===== config.mk =====
export PLATFORM = sky130hd
export DESIGN_NAME = tcic_top
export DESIGN_NICKNAME = d
export VERILOG_FILES = /design/src/tcic_pkg.sv /design/src/tcic_top.sv
export SDC_FILE = /design/constraint.sdc
export NUM_CORES = 1
export LEC_CHECK = 0
export BUFFER_PORTS_ARGS = -buffer_cell sky130_fd_sc_hd__buf_4
export CORE_UTILIZATION = 58
export CTS_BUF_LIST = sky130_fd_sc_hd__clkbuf_8
export CTS_CLUSTER_DIAMETER = 150
export CTS_CLUSTER_SIZE = 10
export DETAILED_ROUTE_END_ITERATION = 8
export PLACE_DENSITY_LB_ADDON = 0.08
export SLEW_MARGIN = 20
export SYNTH_ARGS = -nofsm -noshare
export SYNTH_HDL_FRONTEND = slang
export SYNTH_SLANG_ARGS = --single-unit
export TNS_END_PERCENT = 5

===== constraint.sdc =====
create_clock -name pclk -period 2.65 [get_ports pclk]
set_input_delay 0.53 -clock pclk [delete_from_list [all_inputs] [get_ports pclk]]
set_output_delay 0.53 -clock pclk [all_outputs]
set_load 0.02 [all_outputs]

===== src/tcic_pkg.sv =====
package tcic_pkg;

  // ----------------------------------------------------------------
  // Register offsets
  // ----------------------------------------------------------------
  localparam logic [7:0] OFS_CNT_HI  = 8'h00;
  localparam logic [7:0] OFS_CNT_LO  = 8'h04;
  localparam logic [7:0] OFS_ALT_HI  = 8'h08;
  localparam logic [7:0] OFS_ALT_LO  = 8'h0c;
  localparam logic [7:0] OFS_STATUS  = 8'h10;
  localparam logic [7:0] OFS_CTRL1   = 8'h14;
  localparam logic [7:0] OFS_CTRL2   = 8'h18;
  localparam logic [7:0] OFS_CAP1_HI = 8'h1c;
  localparam logic [7:0] OFS_CAP1_LO = 8'h20;
  localparam logic [7:0] OFS_CAP2_HI = 8'h24;
  localparam logic [7:0] OFS_CAP2_LO = 8'h28;

  // ----------------------------------------------------------------
  // Values and field positions
  // ----------------------------------------------------------------
  localparam logic [15:0] CNT_RELOAD  = 16'hfffc;
  localparam logic [15:0] CNT_TOP     = 16'hffff;
  localparam logic [1:0]  CS_EXTERNAL = 2'h3;
  localparam int          ST_OVF      = 0;
  localparam int          ST_CAP1     = 1;
  localparam int          ST_CAP2     = 2;
  localparam logic [2:0]  MASK_DIV2   = 3'h1;
  localparam logic [2:0]  MASK_DIV4   = 3'h3;
  localparam logic [2:0]  MASK_DIV8   = 3'h7;

  // ----------------------------------------------------------------
  // Control register layouts, bit 0 last
  // ----------------------------------------------------------------
  typedef struct packed {
    logic edge_one;
    logic cap_ie;
    logic ovf_ie;
  } tcic_ctrl1_type;

  typedef struct packed {
    logic       pwm;
    logic       one_pulse;
    logic       edge_two;
    logic       ext_edge;
    logic [1:0] clock_select;
  } tcic_ctrl2_type;

endpackage


===== src/tcic_top.sv =====
`timescale 1ns/1ps
// What this block does
// Sixteen-bit up-counter read as two bytes
// Alternate image; its low read keeps overflow
// Low byte write reloads counter to FFFCh
// Reset and reload value is always FFFCh
// Counter clock: divide 2, 4, 8, external
// High read latches low until low read
// Rollover FFFFh to 0000h sets overflow flag
// Overflow request gated by enable and mask
// Overflow clears: status read, then main low
// Runs in wait, freezes in halt
// Both select bits one picks external edge
// External edges synchronised to the clock; the code compares the raw pin with one registered copy, no sync stage
// External edges four clocks apart at least
// Capture latches counter on active pin edge
// Each channel has own edge select
// Capture sets flag; one shared enable
// Capture request gated by enable and mask
// Capture flag clears: status, then low byte
// High read blocks captures until low read
// One-pulse or PWM: only channel two captures
// Either pin edge, as selected, may trigger capture
// Capture flag two clocks after pin event
// Divider code mapping is a parameter
module tcic_top
  import tcic_pkg::*;
#(
  parameter logic [1:0] CODE_DIV2 = 2'h0,
  parameter logic [1:0] CODE_DIV4 = 2'h1,
  parameter logic [1:0] CODE_DIV8 = 2'h2
)
(
  input  wire logic        pclk,
  input  wire logic        presetn,
  input  wire logic        psel,
  input  wire logic        penable,
  input  wire logic        pwrite,
  input  wire logic [7:0]  paddr,
  input  wire logic [31:0] pwdata,
  output logic      [31:0] prdata,
  output logic             pready,
  output logic             pslverr,
  input  wire logic        cpu_irq_mask,
  input  wire logic        halt_mode,
  input  wire logic        external_clock_pin,
  input  wire logic        capture_pin_one,
  input  wire logic        capture_pin_two,
  output logic             overflow_irq,
  output logic             capture_irq
);

  // ----------------------------------------------------------------
  // Helpers
  // ----------------------------------------------------------------
  function automatic logic edge_hit(input logic prev, input logic cur, input logic rise);
    edge_hit = rise ? (~prev & cur) : (prev & ~cur);
  endfunction
  function automatic logic div_mask_ok(input logic [2:0] pre, input logic [2:0] mask);
    div_mask_ok = (pre & mask) == mask;
  endfunction

  logic [15:0]    cnt_reg;
  logic [7:0]     low_latch_reg;
  logic           seq_reg;
  logic [2:0]     pre_reg;
  logic           ext_prev_reg;
  logic [1:0]     pin_s_reg;
  logic [1:0]     pin_prev_reg;
  logic [15:0]    cap1_reg;
  logic [15:0]    cap2_reg;
  logic [1:0]     lock_reg;
  logic           tof_reg;
  logic [1:0]     icf_reg;
  logic           tof_arm_reg;
  logic [1:0]     icf_arm_reg;
  tcic_ctrl1_type ctrl1_reg;
  tcic_ctrl2_type ctrl2_reg;
  logic           pready_reg;
  logic [31:0]    prdata_reg;
  logic           pslverr_reg;
  logic           ovf_irq_reg;
  logic           cap_irq_reg;

  // ----------------------------------------------------------------
  // Bus decode
  // ----------------------------------------------------------------
  // Effects act on the edge that raises pready; the master holds its request past it
  logic ev;
  logic rd;
  logic wr;
  assign ev = psel & penable & ~pready_reg;
  assign rd = ev & ~pwrite;
  assign wr = ev & pwrite;
  function automatic logic at(input logic [7:0] a, input logic [7:0] ofs);
    at = a == ofs;
  endfunction
  logic acc_cnt_lo;
  logic acc_alt_lo;
  logic rd_hi_any;
  logic rd_lo_any;
  logic rd_status;
  logic [1:0] rd_cap_hi;
  logic [1:0] acc_cap_lo;
  assign acc_cnt_lo = ev & at(paddr, OFS_CNT_LO);
  assign acc_alt_lo = ev & at(paddr, OFS_ALT_LO);
  assign rd_hi_any  = rd & (at(paddr, OFS_CNT_HI) | at(paddr, OFS_ALT_HI));
  assign rd_lo_any  = rd & (at(paddr, OFS_CNT_LO) | at(paddr, OFS_ALT_LO));
  assign rd_status  = rd & at(paddr, OFS_STATUS);
  assign rd_cap_hi  = {rd & at(paddr, OFS_CAP2_HI), rd & at(paddr, OFS_CAP1_HI)};
  assign acc_cap_lo = {ev & at(paddr, OFS_CAP2_LO), ev & at(paddr, OFS_CAP1_LO)};
  logic reload;
  assign reload = wr & (at(paddr, OFS_CNT_LO) | at(paddr, OFS_ALT_LO));

  // ----------------------------------------------------------------
  // Timer clock
  // ----------------------------------------------------------------
  logic ext_edge;
  logic tick;
  assign ext_edge = edge_hit(ext_prev_reg, external_clock_pin, ctrl2_reg.ext_edge);

  always_comb
  begin
    tick = 1'b0;
    if (ctrl2_reg.clock_select == CS_EXTERNAL)
      tick = ext_edge;
    else if (ctrl2_reg.clock_select == CODE_DIV2)
      tick = div_mask_ok(pre_reg, MASK_DIV2);
    else if (ctrl2_reg.clock_select == CODE_DIV4)
      tick = div_mask_ok(pre_reg, MASK_DIV4);
    else if (ctrl2_reg.clock_select == CODE_DIV8)
      tick = div_mask_ok(pre_reg, MASK_DIV8);
  end

  // Halt freezes the prescaler too, so counting resumes in phase
  always_ff @(posedge pclk or negedge presetn)
  begin
    if (!presetn)
    begin
      pre_reg      <= 3'h0;
      ext_prev_reg <= 1'b0;
    end
    else if (!halt_mode)
    begin
      pre_reg      <= pre_reg + 3'h1;
      ext_prev_reg <= external_clock_pin;
    end
  end

  // ----------------------------------------------------------------
  // Counter and read latch
  // ----------------------------------------------------------------
  always_ff @(posedge pclk or negedge presetn)
  begin
    if (!presetn)
      cnt_reg <= CNT_RELOAD;
    else if (reload)
      cnt_reg <= CNT_RELOAD;
    else if (tick && !halt_mode)
      cnt_reg <= cnt_reg + 16'h0001;
  end

  always_ff @(posedge pclk or negedge presetn)
  begin
    if (!presetn)
    begin
      seq_reg       <= 1'b0;
      low_latch_reg <= 8'h00;
    end
    else if (rd_hi_any && !seq_reg)
    begin
      seq_reg       <= 1'b1;
      low_latch_reg <= cnt_reg[7:0];
    end
    else if (rd_lo_any)
      seq_reg <= 1'b0;
  end

  // ----------------------------------------------------------------
  // Flags; a set in the clearing cycle wins
  // ----------------------------------------------------------------
  logic ovf_set;
  assign ovf_set = tick & ~halt_mode & ~reload & (cnt_reg == CNT_TOP);
  always_ff @(posedge pclk or negedge presetn)
  begin
    if (!presetn)
    begin
      tof_reg     <= 1'b0;
      tof_arm_reg <= 1'b0;
    end
    else
    begin
      if (ovf_set)
        tof_reg <= 1'b1;
      else if (acc_cnt_lo && tof_arm_reg)
        tof_reg <= 1'b0;
      if (rd_status && tof_reg)
        tof_arm_reg <= 1'b1;
      else if (acc_cnt_lo)
        tof_arm_reg <= 1'b0;
    end
  end

  // ----------------------------------------------------------------
  // Input capture
  // ----------------------------------------------------------------
  logic [1:0] cap_edge;
  logic [1:0] cap_on;
  assign cap_edge[0] = edge_hit(pin_prev_reg[0], pin_s_reg[0], ctrl1_reg.edge_one);
  assign cap_edge[1] = edge_hit(pin_prev_reg[1], pin_s_reg[1], ctrl2_reg.edge_two);
  assign cap_on[0]   = cap_edge[0] & ~lock_reg[0] & ~(ctrl2_reg.one_pulse | ctrl2_reg.pwm);
  assign cap_on[1]   = cap_edge[1] & ~lock_reg[1];
  // One sampling stage puts the flag two clocks after the pin
  always_ff @(posedge pclk or negedge presetn)
  begin
    if (!presetn)
    begin
      pin_s_reg    <= 2'h0;
      pin_prev_reg <= 2'h0;
    end
    else
    begin
      pin_s_reg    <= {capture_pin_two, capture_pin_one};
      pin_prev_reg <= pin_s_reg;
    end
  end

  always_ff @(posedge pclk or negedge presetn)
  begin
    if (!presetn)
    begin
      cap1_reg <= CNT_RELOAD;
      cap2_reg <= CNT_RELOAD;
    end
    else
    begin
      if (cap_on[0])
        cap1_reg <= cnt_reg;
      if (cap_on[1])
        cap2_reg <= cnt_reg;
    end
  end
  genvar ch;
  generate
    for (ch = 0; ch < 2; ch++)
    begin : g_chan
      always_ff @(posedge pclk or negedge presetn)
      begin
        if (!presetn)
        begin
          lock_reg[ch]    <= 1'b0;
          icf_reg[ch]     <= 1'b0;
          icf_arm_reg[ch] <= 1'b0;
        end
        else
        begin
          if (rd_cap_hi[ch])
            lock_reg[ch] <= 1'b1;
          else if (acc_cap_lo[ch] && !pwrite)
            lock_reg[ch] <= 1'b0;
          if (cap_on[ch])
            icf_reg[ch] <= 1'b1;
          else if (acc_cap_lo[ch] && icf_arm_reg[ch])
            icf_reg[ch] <= 1'b0;
          if (rd_status && icf_reg[ch])
            icf_arm_reg[ch] <= 1'b1;
          else if (acc_cap_lo[ch])
            icf_arm_reg[ch] <= 1'b0;
        end
      end
    end
  endgenerate

  // ----------------------------------------------------------------
  // Interrupt requests
  // ----------------------------------------------------------------
  always_ff @(posedge pclk or negedge presetn)
  begin
    if (!presetn)
    begin
      ovf_irq_reg <= 1'b0;
      cap_irq_reg <= 1'b0;
    end
    else
    begin
      ovf_irq_reg <= tof_reg & ctrl1_reg.ovf_ie & ~cpu_irq_mask;
      cap_irq_reg <= (|icf_reg) & ctrl1_reg.cap_ie & ~cpu_irq_mask;
    end
  end

  // ----------------------------------------------------------------
  // Register file and APB answer
  // ----------------------------------------------------------------
  always_ff @(posedge pclk or negedge presetn)
  begin
    if (!presetn)
    begin
      ctrl1_reg <= '0;
      ctrl2_reg <= '0;
    end
    else if (wr && at(paddr, OFS_CTRL1))
      ctrl1_reg <= pwdata[$bits(tcic_ctrl1_type)-1:0];
    else if (wr && at(paddr, OFS_CTRL2))
      ctrl2_reg <= pwdata[$bits(tcic_ctrl2_type)-1:0];
  end
  logic [7:0] rmux;
  logic       mapped;
  always_comb
  begin
    rmux   = 8'h00;
    mapped = 1'b1;
    case (paddr)
      OFS_CNT_HI, OFS_ALT_HI:
        rmux = cnt_reg[15:8];
      OFS_CNT_LO, OFS_ALT_LO:
        rmux = seq_reg ? low_latch_reg : cnt_reg[7:0];
      OFS_STATUS:
        rmux = {5'h00, icf_reg[1], icf_reg[0], tof_reg};
      OFS_CTRL1:
        rmux = {5'h00, ctrl1_reg};
      OFS_CTRL2:
        rmux = {2'h0, ctrl2_reg};
      OFS_CAP1_HI:
        rmux = cap1_reg[15:8];
      OFS_CAP1_LO:
        rmux = cap1_reg[7:0];
      OFS_CAP2_HI:
        rmux = cap2_reg[15:8];
      OFS_CAP2_LO:
        rmux = cap2_reg[7:0];
      default:
        mapped = 1'b0;
    endcase
  end

  always_ff @(posedge pclk or negedge presetn)
  begin
    if (!presetn)
    begin
      pready_reg  <= 1'b0;
      prdata_reg  <= 32'h0000_0000;
      pslverr_reg <= 1'b0;
    end
    else if (ev)
    begin
      pready_reg  <= 1'b1;
      prdata_reg  <= pwrite ? 32'h0000_0000 : {24'h000000, rmux};
      pslverr_reg <= ~mapped;
    end
    else
    begin
      pready_reg  <= 1'b0;
      pslverr_reg <= 1'b0;
    end
  end
  assign prdata       = prdata_reg;
  assign pready       = pready_reg;
  assign pslverr      = pslverr_reg;
  assign overflow_irq = ovf_irq_reg;
  assign capture_irq  = cap_irq_reg;
endmodule


Word-level counts from Yosys, hierarchy flattened. Cells that the tools add are included.

Reductions and logical operators: 32. Muxes and demuxes: 33. Add/sub/neg operators: 2. Equal/unequal tests: 16. Bitwise operators: 48.

Operator list (number): 8-bit case mux with 9 select lines (1); 8-bit by 5-bit == test with 1-bit output, second input constant (4); 16-bit two-way mux (2); 1-bit AND (29); 1-bit two-way mux (28); 8-bit by 6-bit == test with 1-bit output, second input constant (3); 2-bit nonzero test (10); 16-bit by 1-bit adder with 16-bit output, second input constant (1); 16-bit == test, second input constant (1); 8-bit by 4-bit == test with 1-bit output, second input constant (2); 8-bit two-way mux (2); 1-bit NOT (16); 1-bit logical AND (12); 11-bit OR reduction (1); 8-bit by 3-bit == test with 1-bit output, second input constant (1); 8-bit logical NOT (1); 2-bit == test, second input constant (3); 2-bit OR reduction (3); 3-bit by 1-bit adder with 3-bit output, second input constant (1); 3-bit == test, second input constant (1); 1-bit logical NOT (3); 1-bit bitwise OR (3); 2-bit by 1-bit == test with 1-bit output, second input constant (1); 2-bit logical NOT (1); 2-bit AND reduction (1).

Word-level logic and storage cells: 161. Output and inout port bits: 36. Register bits after elaboration: 118.

Longest topological paths before layout.
Depth in word-level cells: 9. Depth in mapped cells: 8. Mapped depth without buffers: 7.

Worst setup path before layout. Ideal clock, no wire load.

Kind: input to register. Start point: input paddr[7]. End point: register low_latch_reg[0]. Data required time: 2.525 ns. Data arrival time: 2.067 ns. Cell stages on the path: 5. Slack: 0.458 ns. Cells stage by stage: buf_6 or4_1 buf_2 nor4_4 mux2_2.

Longest elaborated chain between the ends: 4. Elaborated cells between the ends (all ways): 5.

Ends and longest elaborated chain: from (decl) (RTL line tcic_top.sv:39) `input wire logic [7:0] paddr,`; 8-bit by 4-bit == test with 1-bit output / 8-bit logical NOT (equally long branches) (RTL line tcic_top.sv:96) `at = a == ofs;`; 1-bit bitwise OR (*) (RTL line tcic_top.sv:107) `assign rd_hi_any = rd & (at(paddr, OFS_CNT_HI) | at(paddr, OFS_ALT_HI));`; 1-bit AND (*) (RTL line tcic_top.sv:107); 1-bit logical AND (*) (RTL line tcic_top.sv:170) `else if (rd_hi_any && !seq_reg)`; to (signal assigned) (RTL line tcic_top.sv:173) `low_latch_reg <= cnt_reg[7:0];`; to (decl) (RTL line tcic_top.sv:64) `logic [7:0] low_latch_reg;`.

Every way passes the cells marked *; elsewhere a longest branch is shown, timed or not. A chain may end at the register's enable or synchronous reset.

Worst setup path after layout.
Start point: register pre_reg[0]. End point: register cnt_reg[14].

Longest elaborated chain between the ends: 7. Elaborated cells between the ends (all ways): 8.

Ends and longest elaborated chain: from (decl) (RTL line tcic_top.sv:66) `logic [2:0] pre_reg;`; from (signal assigned) (RTL line tcic_top.sv:145) `pre_reg <= pre_reg + 3'h1;`; 3-bit == test (RTL line tcic_top.sv:60) `div_mask_ok = (pre & mask) == mask;`; 1-bit two-way mux (RTL line tcic_top.sv:131) `else if (ctrl2_reg.clock_select == CODE_DIV8)`; 1-bit two-way mux (RTL line tcic_top.sv:129) `else if (ctrl2_reg.clock_select == CODE_DIV4)`; 1-bit two-way mux (*) (RTL line tcic_top.sv:127) `else if (ctrl2_reg.clock_select == CODE_DIV2)`; 1-bit two-way mux (*) (RTL line tcic_top.sv:125) `if (ctrl2_reg.clock_select == CS_EXTERNAL)`; 1-bit logical AND (*) (RTL line tcic_top.sv:159) `else if (tick && !halt_mode)`; 2-bit nonzero test (no line) (*); to (signal assigned) (RTL line tcic_top.sv:160) `cnt_reg <= cnt_reg + 16'h0001;`; to (decl) (RTL line tcic_top.sv:63) `logic [15:0] cnt_reg;`.

Marks and branches as above.

==> results.md <==
- Unique masters post-synth: 46
- Worst R2R Setup Slack: ~560 ps
- Worst path cell trace: ha_1 -> ha_1 -> nor3b_1 -> a211o_1 -> nor3_1 -> and4_1 -> o21ai_0
- First-pass GRT wire length: about 18 mm
- Clock slew at reported path FFs: about 100 ps
- Met3 Track Usage GR: around 5.1%
- Post-CTS sizing: 0
- Psw: ~0.94 mW
- Post-route ant nets: 0
- Post-synth ARST share: between 90% and 100%
- R2R Path Start: pre_reg[0]
- Vias in the first global route: 3,339
- Pre-antenna DRT Iters: 4
- Clock Sinks: 94
- Syn Area/Cell: ~11 µm²
- Detailed-route vias per instance: approximately 6
- Initial Util: around three fifths
- Grt ovf: 0
- Core ar.: around 7800 µm²
- CP Launch Type: flop
- Switching portion of total power: ~29%
- Grt peak-use layer: met2
- Fin cells: approximately 570
- DRC viols: 0
- Reg2reg path depth: 7
- Rows: 32
- Tmin final: 2090 ps
- Leak: between 2 and 2.5 nW
- CP Data Required Time: around 3000 ps
- Most used cell, CP: ha_1
- # port buffers: 35
- Commonest non-fill, non-tap cells in the layout: mux2_2, dfrtp_1, buf_4, dfstp_2, nand2_1
- Worst slew pin tran: about 950 ps
- Worst Path Arrival: between 2000 and 2500 ps
- Root buffer cell: clkbuf_8
- CP peak stage delay: between 400 and 500 ps
- PwrDens: approximately 620 nW/µm²
- Chip height: just over 90 µm
- N_diodes: 0
- Synthesized flop and latch total: 94
- CTS Buf Count: 9
- Sequential share of the synthesized area: 50.4%
- WHS: about 110 ps
- Fmax: ~480 MHz
- CP max-delay cell: nor3_1
- Clock Path Buffers: 2
- Clk pwr share: a little over a quarter
- CTS tree: done
- M1 GR Usage: between 30 and 40%
- Period utilisation layout: 78.9%
- Most common cell after layout, fill and taps aside: mux2_2
- Via count: 3,430
- Area grow syn2layout: 10.5%
- Reg-to-Reg End: cnt_reg[14]
- Final setup fails: 0
- GR Util met2: 41.4%
- WL per Instance: approximately 19 µm
- Die W: approximately 90 µm
- Cts hold-fix bufs: 0
- Crit Path Max Fanout: 12
- Post-CTS Setup Bufs: 0
- Inst Count DP: 555
- Final nets: 517
- Die area: 8600 µm²
- Final GP Congestion: 0.848
- RSZ-0062 raised after global routing: no
- Initial antenna violation count: 0
- Share of cells above drive strength 1: between 30% and 40%
- Final Max Slew Viols: 0
- Status: complete, no violations
- Largest net degree at the start of global routing: slightly below 60
- Top FF cell, synth: dfrtp_1
- Mapped cell area: about 4800 µm²
- Detailed Place HPWL: approximately 7.5 mm
- Drt first-iter violations: approximately 220
- Ports: 86
- Critical Path End Type: flop
- Routed WL: 10.7 mm
- HP Class: in -> async
- VDD IR max: 0.483 mV
- Yosys warning count: 0
- Worst rel slew slack: 36.9%
- Post-Synthesis Cells: around 430
- Comb pwr share: between 15 and 20%
- Register share of total power: a little under three fifths
- Int Power: 2.33 mW
- EDFF count, synth: 0
- H-tree depth: 3
- Worst Skew: around 18 ps
- TNS Setup: 0 ps
- Clk_lat worst skew: between 300 and 400 ps
- Endpoints failing hold: 0
- Setup CP Type: reg -> reg
- Max Cap Viol: 0
- GRT Total Usage: a little over a quarter
[kinds of logic after synthesis]
group                    share of synthesized area [%]
multiplexers                                      16.1
other                                           0.0786
AND/OR/NAND/NOR                                   13.8
AO/OA/AOI/OAI                                     10.6
adder cells (fa/ha/maj)                          0.786
XOR/XNOR                                          2.02
buffers and inverters                             6.19
flip-flops                                        50.4
[critical path: cells and delay by family, from the launching register on]
family / cells / cell delay [ps]
AO/OA/AOI/OAI: 2 / 500
adder cells (fa/ha/maj): 2 / 320
AND/OR/NAND/NOR: 3 / 800
flip-flops: 1 / 390
[area by class of cell]
cell class | instances | area [µm²]
Fill cell | 627 | 2570
Sequential cell | 94 | 2400
Multi-Input combinational cell | 305 | 2160
Timing Repair Buffer | 50 | 388
Clock buffer | 11 | 151
Tap cell | 102 | 128
Clock inverter | 5 | 28.8
Inverter | 4 | 15.0
[synthesized netlist by cell type (all sizes together) (6+ instances only)]
master,number,area (µm²)
xnor2,11,96.3
a22o,9,78.8
nor2,25,93.8
mux2i,14,140
buf,34,231
nor4,7,58.8
dfrtp,52,1300
nor2b,6,37.5
nor3,7,35.0
and3,11,68.8
mux2,56,631
o21ai,14,70.1
nand2,29,109
nand3,15,75.1
clkbuf,13,48.8
a21oi,14,70.1
dfstp,42,1100
[routing by layer]
layer / vias to the layer above / wire length, µm
li1: 1580 / -
met1: 1699 / 4700
met2: 126 / 4990
met3: 25 / 662
met4: 0 / 316
met5: - / 0
[power by group through the flow]
stage	registers [mW]	clock network (mW)	logic, mW
floorplan	1.80	0	0.457
detailed placement	1.90	0	0.536
global route	1.90	0.952	0.606
global placement	1.89	0	0.524
CTS	1.87	0.896	0.539
finish	1.87	0.874	0.536
[per-stage QoR]
| step | area (µm²) | utilization, % | setup slack (ps) | power (mW) |
|---|---|---|---|---|
| after detailed placement | 5090 | 64.9 | 320 | 2.43 |
| after floorplan | 4860 | - | 458 | 2.25 |
| after CTS | 5280 | 67.2 | 553 | 3.30 |
| after global routing | 5280 | 67.2 | 327 | 3.46 |
| after global placement | 5090 | 64.9 | 343 | 2.41 |
| final | 5280 | 67.2 | 559 | 3.28 |
[how the worst max path moves through the flow]
stage	slack, ps	depth (start not counted)	startpoint	endpoint
floorplan	460	5	paddr[7]	low_latch_reg[0]
global placement	340	5	paddr[4]	low_latch_reg[0]
detailed placement	320	5	paddr[4]	low_latch_reg[4]
CTS	550	7	pre_reg[0]	cnt_reg[14]
global route	330	7	pre_reg[0]	cnt_reg[14]
finish	560	7	pre_reg[0]	cnt_reg[14]
(Power assumes the default switching activity.)
